**config.mk**
```make
export PLATFORM = sky130hd
export DESIGN_NAME = rlc_top
export DESIGN_NICKNAME = d
export VERILOG_FILES = /design/src/inc/rlc_pkg.sv /design/src/rlc_lane_prep.sv /design/src/rlc_top.sv
export VERILOG_INCLUDE_DIRS = /design/src /design/src/inc
export SDC_FILE = /design/constraint.sdc
export NUM_CORES = 1
export LEC_CHECK = 0
export ABC_AREA = 1
export BUFFER_PORTS_ARGS = -buffer_cell sky130_fd_sc_hd__buf_2
export CORE_MARGIN = 2
export CORE_UTILIZATION = 45
export CTS_CLUSTER_DIAMETER = 120
export CTS_CLUSTER_SIZE = 20
export DETAILED_ROUTE_END_ITERATION = 16
export HOLD_SLACK_MARGIN = 0.06
export PLACE_DENSITY = 0.66
export SLEW_MARGIN = 10
export SYNTH_ARGS = -nofsm -noshare
export SYNTH_HDL_FRONTEND = slang
export SYNTH_SLANG_ARGS = --single-unit
```
**constraint.sdc**
```tcl
create_clock -name pclk -period 4.4 [get_ports pclk]
set_input_delay 0.44 -clock pclk [delete_from_list [all_inputs] [get_ports pclk]]
set_output_delay 0.44 -clock pclk [all_outputs]
set_load 0.03 [all_outputs]
```
**src/inc/rlc_params.svh**
```systemverilog
// Constants for the receiver lane control block
`ifndef RLC_PARAMS_SVH
`define RLC_PARAMS_SVH
// Datapath geometry
`define RLC_WORD_W 40
`define RLC_SYM_W 10
`define RLC_SYMS 4
`define RLC_LANES 4
`define RLC_OFF_W 6
`define RLC_ADDR_W 12
// Register byte addresses
`define RLC_COMMON_OFFSET 12'h000
`define RLC_FIRST_LANE_OFFSET 12'h004
`define RLC_STATUS_OFFSET 12'h040
// Generation-time ordering choices
`define RLC_BIT_REVERSAL 1'b1
`define RLC_OCTET_REVERSAL 1'b1
// Field positions, common word
`define RLC_COMMON_SPARE_BIT 2
`define RLC_COMMON_BITREV_BIT 1
`define RLC_COMMON_OCTREV_BIT 0
// Field positions, first lane word
`define RLC_LANE_ALIGN_BIT 2
`define RLC_LANE_PWR_BIT 1
`define RLC_LANE_INV_BIT 0
// Field positions, status word
`define RLC_STAT_BYPASS_BIT 9
`define RLC_STAT_LOCK_BIT 8
`define RLC_STAT_OFF_LSB 0
// Reset values
`define RLC_COMMON_SPARE_RST 1'b0
`define RLC_LANE_ALIGN_RST 1'b1
`define RLC_LANE_PWR_RST 1'b0
`define RLC_LANE_INV_RST 1'b0
// Alignment pattern, both running disparities
`define RLC_COMMA_POS 10'h0FA
`define RLC_COMMA_NEG 10'h305
`endif

```
**src/inc/rlc_pkg.sv**
```systemverilog
// Types shared by the receiver lane control block
`include "rlc_params.svh"
package rlc_pkg;
    // One received parallel word with its qualifier
    typedef struct packed {
        logic valid;
        logic [`RLC_WORD_W-1:0] data;
    } rlc_word_t;
    // Per-lane control fields
    typedef struct packed {
        logic align_en;
        logic power_off;
        logic invert;
    } rlc_lane_cfg_t;
    // Word aligner states
    typedef enum logic [1:0] {
        RLC_HUNT = 2'b00,
        RLC_LOCKED = 2'b01,
        RLC_BYPASS = 2'b10
    } rlc_align_state_t;
endpackage

```
**src/rlc_lane_prep.sv**
```systemverilog
// Lane word preparation: polarity, bit order and octet order
`timescale 1ns/1ps
`include "rlc_params.svh"
module rlc_lane_prep
    import rlc_pkg::*;
(
    input wire logic pclk,
    input wire logic presetn,
    input wire logic invert,
    input wire logic bit_rev,
    input wire logic oct_rev,
    input wire rlc_word_t in_word,
    output rlc_word_t out_word
);
    logic [`RLC_WORD_W-1:0] inv_data;
    logic [`RLC_WORD_W-1:0] brev_data;
    logic [`RLC_WORD_W-1:0] bsel_data;
    logic [`RLC_WORD_W-1:0] orev_data;
    logic [`RLC_WORD_W-1:0] osel_data;
    rlc_word_t out_q;

    assign inv_data = in_word.data ^ {`RLC_WORD_W{invert}};

    for (genvar b = 0; b < `RLC_WORD_W; b++)
    begin : g_brev
        assign brev_data[b] = inv_data[`RLC_WORD_W-1-b];
    end
    assign bsel_data = bit_rev ? brev_data : inv_data;

    for (genvar s = 0; s < `RLC_SYMS; s++)
    begin : g_orev
        assign orev_data[s*`RLC_SYM_W +: `RLC_SYM_W] =
            bsel_data[(`RLC_SYMS-1-s)*`RLC_SYM_W +: `RLC_SYM_W];
    end
    assign osel_data = oct_rev ? orev_data : bsel_data;

    // ==========================================
    // Output register
    always_ff @(posedge pclk or negedge presetn)
    begin
        if (!presetn)
        begin
            out_q <= '0;
        end
        else
        begin
            out_q.valid <= in_word.valid;
            out_q.data <= osel_data;
        end
    end
    assign out_word = out_q;
endmodule

```
**src/rlc_top.sv**
```systemverilog
// Receiver lane control: register bank, lane prep and word aligner
`timescale 1ns/1ps
`include "rlc_params.svh"
module rlc_top
    import rlc_pkg::*;
(
    input wire logic pclk,
    input wire logic presetn,
    input wire logic psel,
    input wire logic penable,
    input wire logic pwrite,
    input wire logic [`RLC_ADDR_W-1:0] paddr,
    input wire logic [31:0] pwdata,
    input wire logic [3:0] pstrb,
    output logic [31:0] prdata,
    output logic pready,
    output logic pslverr,
    input wire logic link_init,
    input wire rlc_word_t rx_word,
    output rlc_word_t aligned_word,
    output logic align_locked,
    output logic [`RLC_LANES-1:0] lane_power_off
);
    // ==========================================
    // Declarations
    logic setup_phase;
    logic access_phase;
    logic wr_en;
    logic addr_ok;
    logic sel_common;
    logic sel_lane;
    logic sel_status;
    logic [31:0] rd_mux;
    logic [31:0] prdata_q;
    logic pslverr_q;
    logic spare_q;
    rlc_lane_cfg_t lane_cfg_q;
    rlc_word_t prep_word;
    logic [`RLC_WORD_W-1:0] prev_q;
    logic [2*`RLC_WORD_W-1:0] window;
    logic [`RLC_WORD_W-1:0] hit;
    logic hit_any;
    logic [`RLC_OFF_W-1:0] hit_off;
    rlc_align_state_t state_q;
    rlc_align_state_t state_d;
    logic [`RLC_OFF_W-1:0] off_q;
    logic [`RLC_OFF_W-1:0] off_d;
    logic link_init_q;
    logic init_rise;
    rlc_word_t out_q;
    logic [`RLC_WORD_W-1:0] shifted;

    // ==========================================
    // APB decode
    // Phases of the transfer
    assign setup_phase = psel & ~penable;
    assign access_phase = psel & penable;

    // Word aligned addresses only
    assign addr_ok = (paddr[1:0] == 2'h0);
    assign sel_common = addr_ok && (paddr == `RLC_COMMON_OFFSET);
    assign sel_lane = addr_ok && (paddr == `RLC_FIRST_LANE_OFFSET);
    assign sel_status = addr_ok && (paddr == `RLC_STATUS_OFFSET);

    // Every transfer completes in its first access cycle
    // Zero wait state slave
    assign pready = 1'b1;

    // Write strobe in the access phase
    assign wr_en = access_phase & pwrite & pstrb[0];

    // ==========================================
    // Read data mux
    always_comb
    begin
        rd_mux = 32'h00000000;
        if (sel_common)
        begin
            rd_mux[`RLC_COMMON_SPARE_BIT] = spare_q;
            rd_mux[`RLC_COMMON_BITREV_BIT] = `RLC_BIT_REVERSAL;
            rd_mux[`RLC_COMMON_OCTREV_BIT] = `RLC_OCTET_REVERSAL;
        end
        else if (sel_lane)
        begin
            rd_mux[`RLC_LANE_ALIGN_BIT] = lane_cfg_q.align_en;
            rd_mux[`RLC_LANE_PWR_BIT] = lane_cfg_q.power_off;
            rd_mux[`RLC_LANE_INV_BIT] = lane_cfg_q.invert;
        end
        // Status reads have no side effects
        else if (sel_status)
        begin
            rd_mux[`RLC_STAT_BYPASS_BIT] = (state_q == RLC_BYPASS);
            rd_mux[`RLC_STAT_LOCK_BIT] = (state_q == RLC_LOCKED);
            rd_mux[`RLC_STAT_OFF_LSB +: `RLC_OFF_W] = off_q;
        end
    end

    // Captured early so the access cycle only gates a register
    // Read data and error captured in the setup cycle
    always_ff @(posedge pclk or negedge presetn)
    begin
        if (!presetn)
        begin
            prdata_q <= 32'h00000000;
            pslverr_q <= 1'b0;
        end
        else if (setup_phase)
        begin
            prdata_q <= pwrite ? 32'h00000000 : rd_mux;
            pslverr_q <= ~(sel_common | sel_lane | sel_status);
        end
    end

    // Answers shown only in the access phase
    assign prdata = access_phase ? prdata_q : 32'h00000000;
    assign pslverr = access_phase & pslverr_q;

    // ==========================================
    // Common control word
    always_ff @(posedge pclk or negedge presetn)
    begin
        if (!presetn)
        begin
            spare_q <= `RLC_COMMON_SPARE_RST;
        end
        else if (wr_en && sel_common)
        begin
            spare_q <= pwdata[`RLC_COMMON_SPARE_BIT];
        end
    end

    // ==========================================
    // First lane control word
    always_ff @(posedge pclk or negedge presetn)
    begin
        if (!presetn)
        begin
            lane_cfg_q.align_en <= `RLC_LANE_ALIGN_RST;
            lane_cfg_q.power_off <= `RLC_LANE_PWR_RST;
            lane_cfg_q.invert <= `RLC_LANE_INV_RST;
        end
        else if (wr_en && sel_lane)
        begin
            lane_cfg_q.align_en <= pwdata[`RLC_LANE_ALIGN_BIT];
            lane_cfg_q.power_off <= pwdata[`RLC_LANE_PWR_BIT];
            lane_cfg_q.invert <= pwdata[`RLC_LANE_INV_BIT];
        end
    end

    // ==========================================
    // Power-off export
    // Straight from the register so fallback is seen at once
    // Lane 0 element driven
    assign lane_power_off[0] = lane_cfg_q.power_off;
    // Lanes beyond the first are not built here
    assign lane_power_off[`RLC_LANES-1:1] = '0;

    // ==========================================
    // Lane preparation stage
    // Ordering choices are fixed at build time and fed as constants
    // Common ordering, invert first
    rlc_lane_prep u_prep (
        .pclk(pclk),
        .presetn(presetn),
        .invert(lane_cfg_q.invert),
        .bit_rev(`RLC_BIT_REVERSAL),
        .oct_rev(`RLC_OCTET_REVERSAL),
        .in_word(rx_word),
        .out_word(prep_word)
    );

    // ==========================================
    // Word aligner window
    // Held over idle cycles so a pattern can straddle two words
    // Previous prepared word, earlier bits low
    always_ff @(posedge pclk or negedge presetn)
    begin
        if (!presetn)
        begin
            prev_q <= '0;
        end
        else if (prep_word.valid)
        begin
            prev_q <= prep_word.data;
        end
    end

    // Two words side by side for every bit offset
    assign window = {prep_word.data, prev_q};

    // Pattern search at every bit offset
    for (genvar k = 0; k < `RLC_WORD_W; k++)
    begin : g_hit
        assign hit[k] = (window[k +: `RLC_SYM_W] == `RLC_COMMA_POS) ||
                        (window[k +: `RLC_SYM_W] == `RLC_COMMA_NEG);
    end
    assign hit_any = |hit;

    // Scanned from the top so the lowest hit is left standing
    // Lowest offset that carries the pattern
    always_comb
    begin
        hit_off = '0;
        for (int i = `RLC_WORD_W - 1; i >= 0; i--)
        begin
            if (hit[i])
            begin
                hit_off = i[`RLC_OFF_W-1:0];
            end
        end
    end

    // ==========================================
    // Link initialization edge
    // Edge only, so a long init phase does not restart the hunt
    always_ff @(posedge pclk or negedge presetn)
    begin
        if (!presetn)
        begin
            link_init_q <= 1'b0;
        end
        else
        begin
            link_init_q <= link_init;
        end
    end
    assign init_rise = link_init & ~link_init_q;

    // ==========================================
    // Aligner state machine
    // Hunting needs a valid word so idle filler cannot fake a lock
    always_comb
    begin
        state_d = state_q;
        off_d = off_q;
        unique case (state_q)
            RLC_HUNT:
            begin
                if (!lane_cfg_q.align_en)
                begin
                    state_d = RLC_BYPASS;
                    off_d = '0;
                end
                else if (link_init && prep_word.valid && hit_any
                         && !lane_cfg_q.power_off)
                begin
                    state_d = RLC_LOCKED;
                    off_d = hit_off;
                end
            end
            RLC_LOCKED:
            begin
                if (!lane_cfg_q.align_en)
                begin
                    state_d = RLC_BYPASS;
                    off_d = '0;
                end
                // New initialization or lane off restarts search
                else if (init_rise || lane_cfg_q.power_off)
                begin
                    state_d = RLC_HUNT;
                end
            end
            RLC_BYPASS:
            begin
                // Bypass shows the previous word untouched, for slip debug
                // Offset frozen at zero while disabled
                off_d = '0;
                if (lane_cfg_q.align_en)
                begin
                    state_d = RLC_HUNT;
                end
            end
            default:
            begin
                state_d = RLC_HUNT;
                off_d = '0;
            end
        endcase
    end

    // State and offset registers
    always_ff @(posedge pclk or negedge presetn)
    begin
        if (!presetn)
        begin
            state_q <= RLC_HUNT;
            off_q <= '0;
        end
        else
        begin
            state_q <= state_d;
            off_q <= off_d;
        end
    end

    // ==========================================
    // Aligned output word
    // Prep adds one cycle and this register adds the second
    // Slice the window at the locked offset
    assign shifted = window[off_q +: `RLC_WORD_W];

    always_ff @(posedge pclk or negedge presetn)
    begin
        if (!presetn)
        begin
            out_q <= '0;
        end
        else
        begin
            // Powered-off lane delivers no words
            out_q.valid <= prep_word.valid & ~lane_cfg_q.power_off;
            out_q.data <= shifted;
        end
    end

    assign aligned_word = out_q;
    assign align_locked = (state_q == RLC_LOCKED);
endmodule

```
==> out/qor.yml <==
critical_path:
  required_ns: 4.69
  crit_path_end_kind: "register"
  start_kind: "register"
  critPathMostFrequentCell: "o21ai_0"
  crit_path_max_fanout: 93
  critPathKind: "register to register"
  crit_chain: "buf_4, o21ai_0, mux2i_1, inv_1, nand2_1, o21ai_0, o21ai_0, nand2_1, nand3_1, o221ai_1"
  critPathSlowestCell: "buf_4"
  cp_data_arrival_time_ns: 3.44
  crit_path_max_incr_delay_ns: 0.68
synth:
  synth_flop_cell: "dfrtp_1"
  yosysSeqAreaShare: 0.3072
  async_flop_share: 1.000
  synth.most_common_cell: "nand2_1"
  synth_top_area_cell: "dfrtp_1"
  synthTopCellsByCount: "480 x nand2_1, 225 x o21ai_0, 150 x inv_1, 149 x nor2_1, 143 x dfrtp_1"
  yosys.area.top_type_share: 0.3050
  ys_warn_count: 0
  synth_edf_count: 0
  ys_top_cells_by_area: "dfrtp_1 30%, nand2_1 15%, o21ai_0 9.6%"
  synth.avg_cell_area_um2: 6.622
  ys_types: 48
  synth-seq-cells: 144
  netlist_area_um2: 11730
  netlist_instances: 1772
cts:
  ctsResizeCount: 0
  postCtsHoldBufs: 0
  cts_max_level: 4
  cts_tree: "built"
  clock_latency_ns: 0.45
  cts_buffers: 17
  clk_pin_slew_ns: 0.07
  clock-sinks: 144
  cts_buffer_depth: 2
  post_cts_buffers: 0
  cts_root_buf: "clkbuf_16"
placement:
  gp_congestion: 0.9673
  port_buffers: 114
  pre_cts_ws_ns: 1.294
  placedCellCount: 2112
  dp_hpwl_mm: 29.81
pwr:
  powerDensity_nw_per_um2: 299.2
  report.power.total_uw: 3852
  irDropWorstVdd_mv: 0.2538
  p_leak_uw: 0.006545
floorplanning:
  fp.dieH_um: 165.5
  pin_count: 175
  die_w_um: 165.5
  num_rows: 59
  initial_utilization: 0.4541
  core-area_um2: 25840
  dieArea_um2: 27380
global_routing:
  grt_pass1_vias: 11060
  grt-ovfl-total: 0
  grt_pass1_wl_mm: 61.69
  grt_max_degree: 99
  track_usage: 0.2947
  antenna_found_initial: 0
routing:
  vias: 12030
  drt_iter0_markers: 1297
  wirelength_mm: 39.24
  drcViolationCount: 0
  first_pass_iters: 6
  vias_per_cell: 5.610
  drtAntennaViolNets: 0
  avgRoutedWirePerCell_um: 18.30
timing:
  min_period_ns: 3.155
  hold_slack_ns: 0.07407
  fin_ws_ns: 1.245
  finalSetupViolCount: 0
  slew_headroom: 0.3556
  rsz0062_at_grt: "no"
  worst_pin_slew_ns: 0.9656
  hold_violations: 0
  clock.fmax_mhz: 316.9
  slew_violations: 0
  finClkSkew_ns: 0.01476
  period_share: 0.7171
  fin_setup_tns_ns: 0
run_status:
  status: "finished, final reports clean"
min_path:
  holdCritPathClass: "input port to asynchronous set/reset pin"
layout:
  syn_to_final_growth_pct: 9.703
  antennaDiodeCount: 0
  nets: 1891
  drive_above_1_share: 0.1117
  stdcell_count: 2144
  fillers: 2696
job:
  cap_violations: 0
power breakdown:
part           switching (uW)  total, uW  internal (uW)  leakage [uW]
combinational             522        723            201       0.00450
sequential                135       1540           1410       0.00175
clock                     664       1590            921      0.000294
worst max-delay path: cells and delay by family, from the launching register on:
kind                   cells  cell delay [ns]
muxes                      1             0.22
DFF                        1             0.63
AOI/OAI and AO/OA          4             1.04
and+or+nand+nor            3             0.27
buffers and inverters      2             0.76
placed cells by master (no fill, tap or decap), types with 7 or more instances in the layout:
cell type / n
nand2_1: 480
o21ai_0: 225
inv_1: 150
nor2_1: 149
dfrtp_1: 138
buf_2: 113
mux2i_1: 97
nand3_1: 91
nor3_1: 42
xor2_1: 40
a21oi_1: 30
conb_1: 28
nand4_1: 27
o221ai_1: 18
nor4_1: 17
clkbuf_16: 17
o22ai_1: 15
buf_4: 15
inv_2: 12
a31oi_1: 12
o31ai_1: 8
o211ai_1: 7
flip-flops by register name (all words and copies together) (netlist names):
signal           count
aligned_word        41
u_prep.out_word     41
prev_q              40
prdata_q             8
off_q                6
lane_cfg_q           2
state_q              2
lane_power_off       1
link_init_q          1
pslverr_q            1
spare_q              1
final cells by class:
class                           count  area [um2]  share of cell area
Inverter                          165       624.3             0.04850
Tap cell                          335       419.2             0.03256
Multi-Input combinational cell   1337        6867              0.5334
Timing Repair Buffer              131       729.5             0.05667
Sequential cell                   144        3613              0.2807
Clock buffer                       19       442.9             0.03441
Clock inverter                     13       176.4             0.01371
cell families (layout without fill, tap and decap cells):
logic type,Yosys count,count (layout),synth area share
simple gates,826,826,0.2929
buf+inv,317,328,0.1159
mux,99,99,0.08467
flops,144,144,0.3072
other cells,2,28,0.0006400
xor+xnor,40,40,0.02986
compound gates,344,344,0.1688
stage by stage:
stage / instance area [um2] / utilization
after floorplan: 11830 / -
after global placement: 12250 / 0.4742
after detailed placement: 12250 / 0.4742
after CTS: 12870 / 0.4982
after global routing: 12870 / 0.4982
final: 12870 / 0.4982
per-layer routing:
layer | global-route usage | vias up | share of wire
met3 | 0.04695 | 78 | 0.075
met5 | 0 | - | 0
li1 | - | 5882 | -
met1 | 0.4086 | 5565 | 0.44
met4 | 0.1160 | 0 | 0.037
met2 | 0.4602 | 503 | 0.45
final timing paths:
check	from	endpoint	slack [ns]	cells after the start
max in group asynchronous	presetn	aligned_word[23]	3.55	2
max	off_q[0]	aligned_word[22]	1.24	10
min in group pclk	rx_word[40]	u_prep.out_word[40]	0.10	1
max reg2reg	off_q[0]	aligned_word[22]	1.24	10
min	presetn	u_prep.out_word[26]	0.07	1
min reg2reg	state_q[0]	state_q[1]	0.48	1
Power figures use the tool's default switching activity.
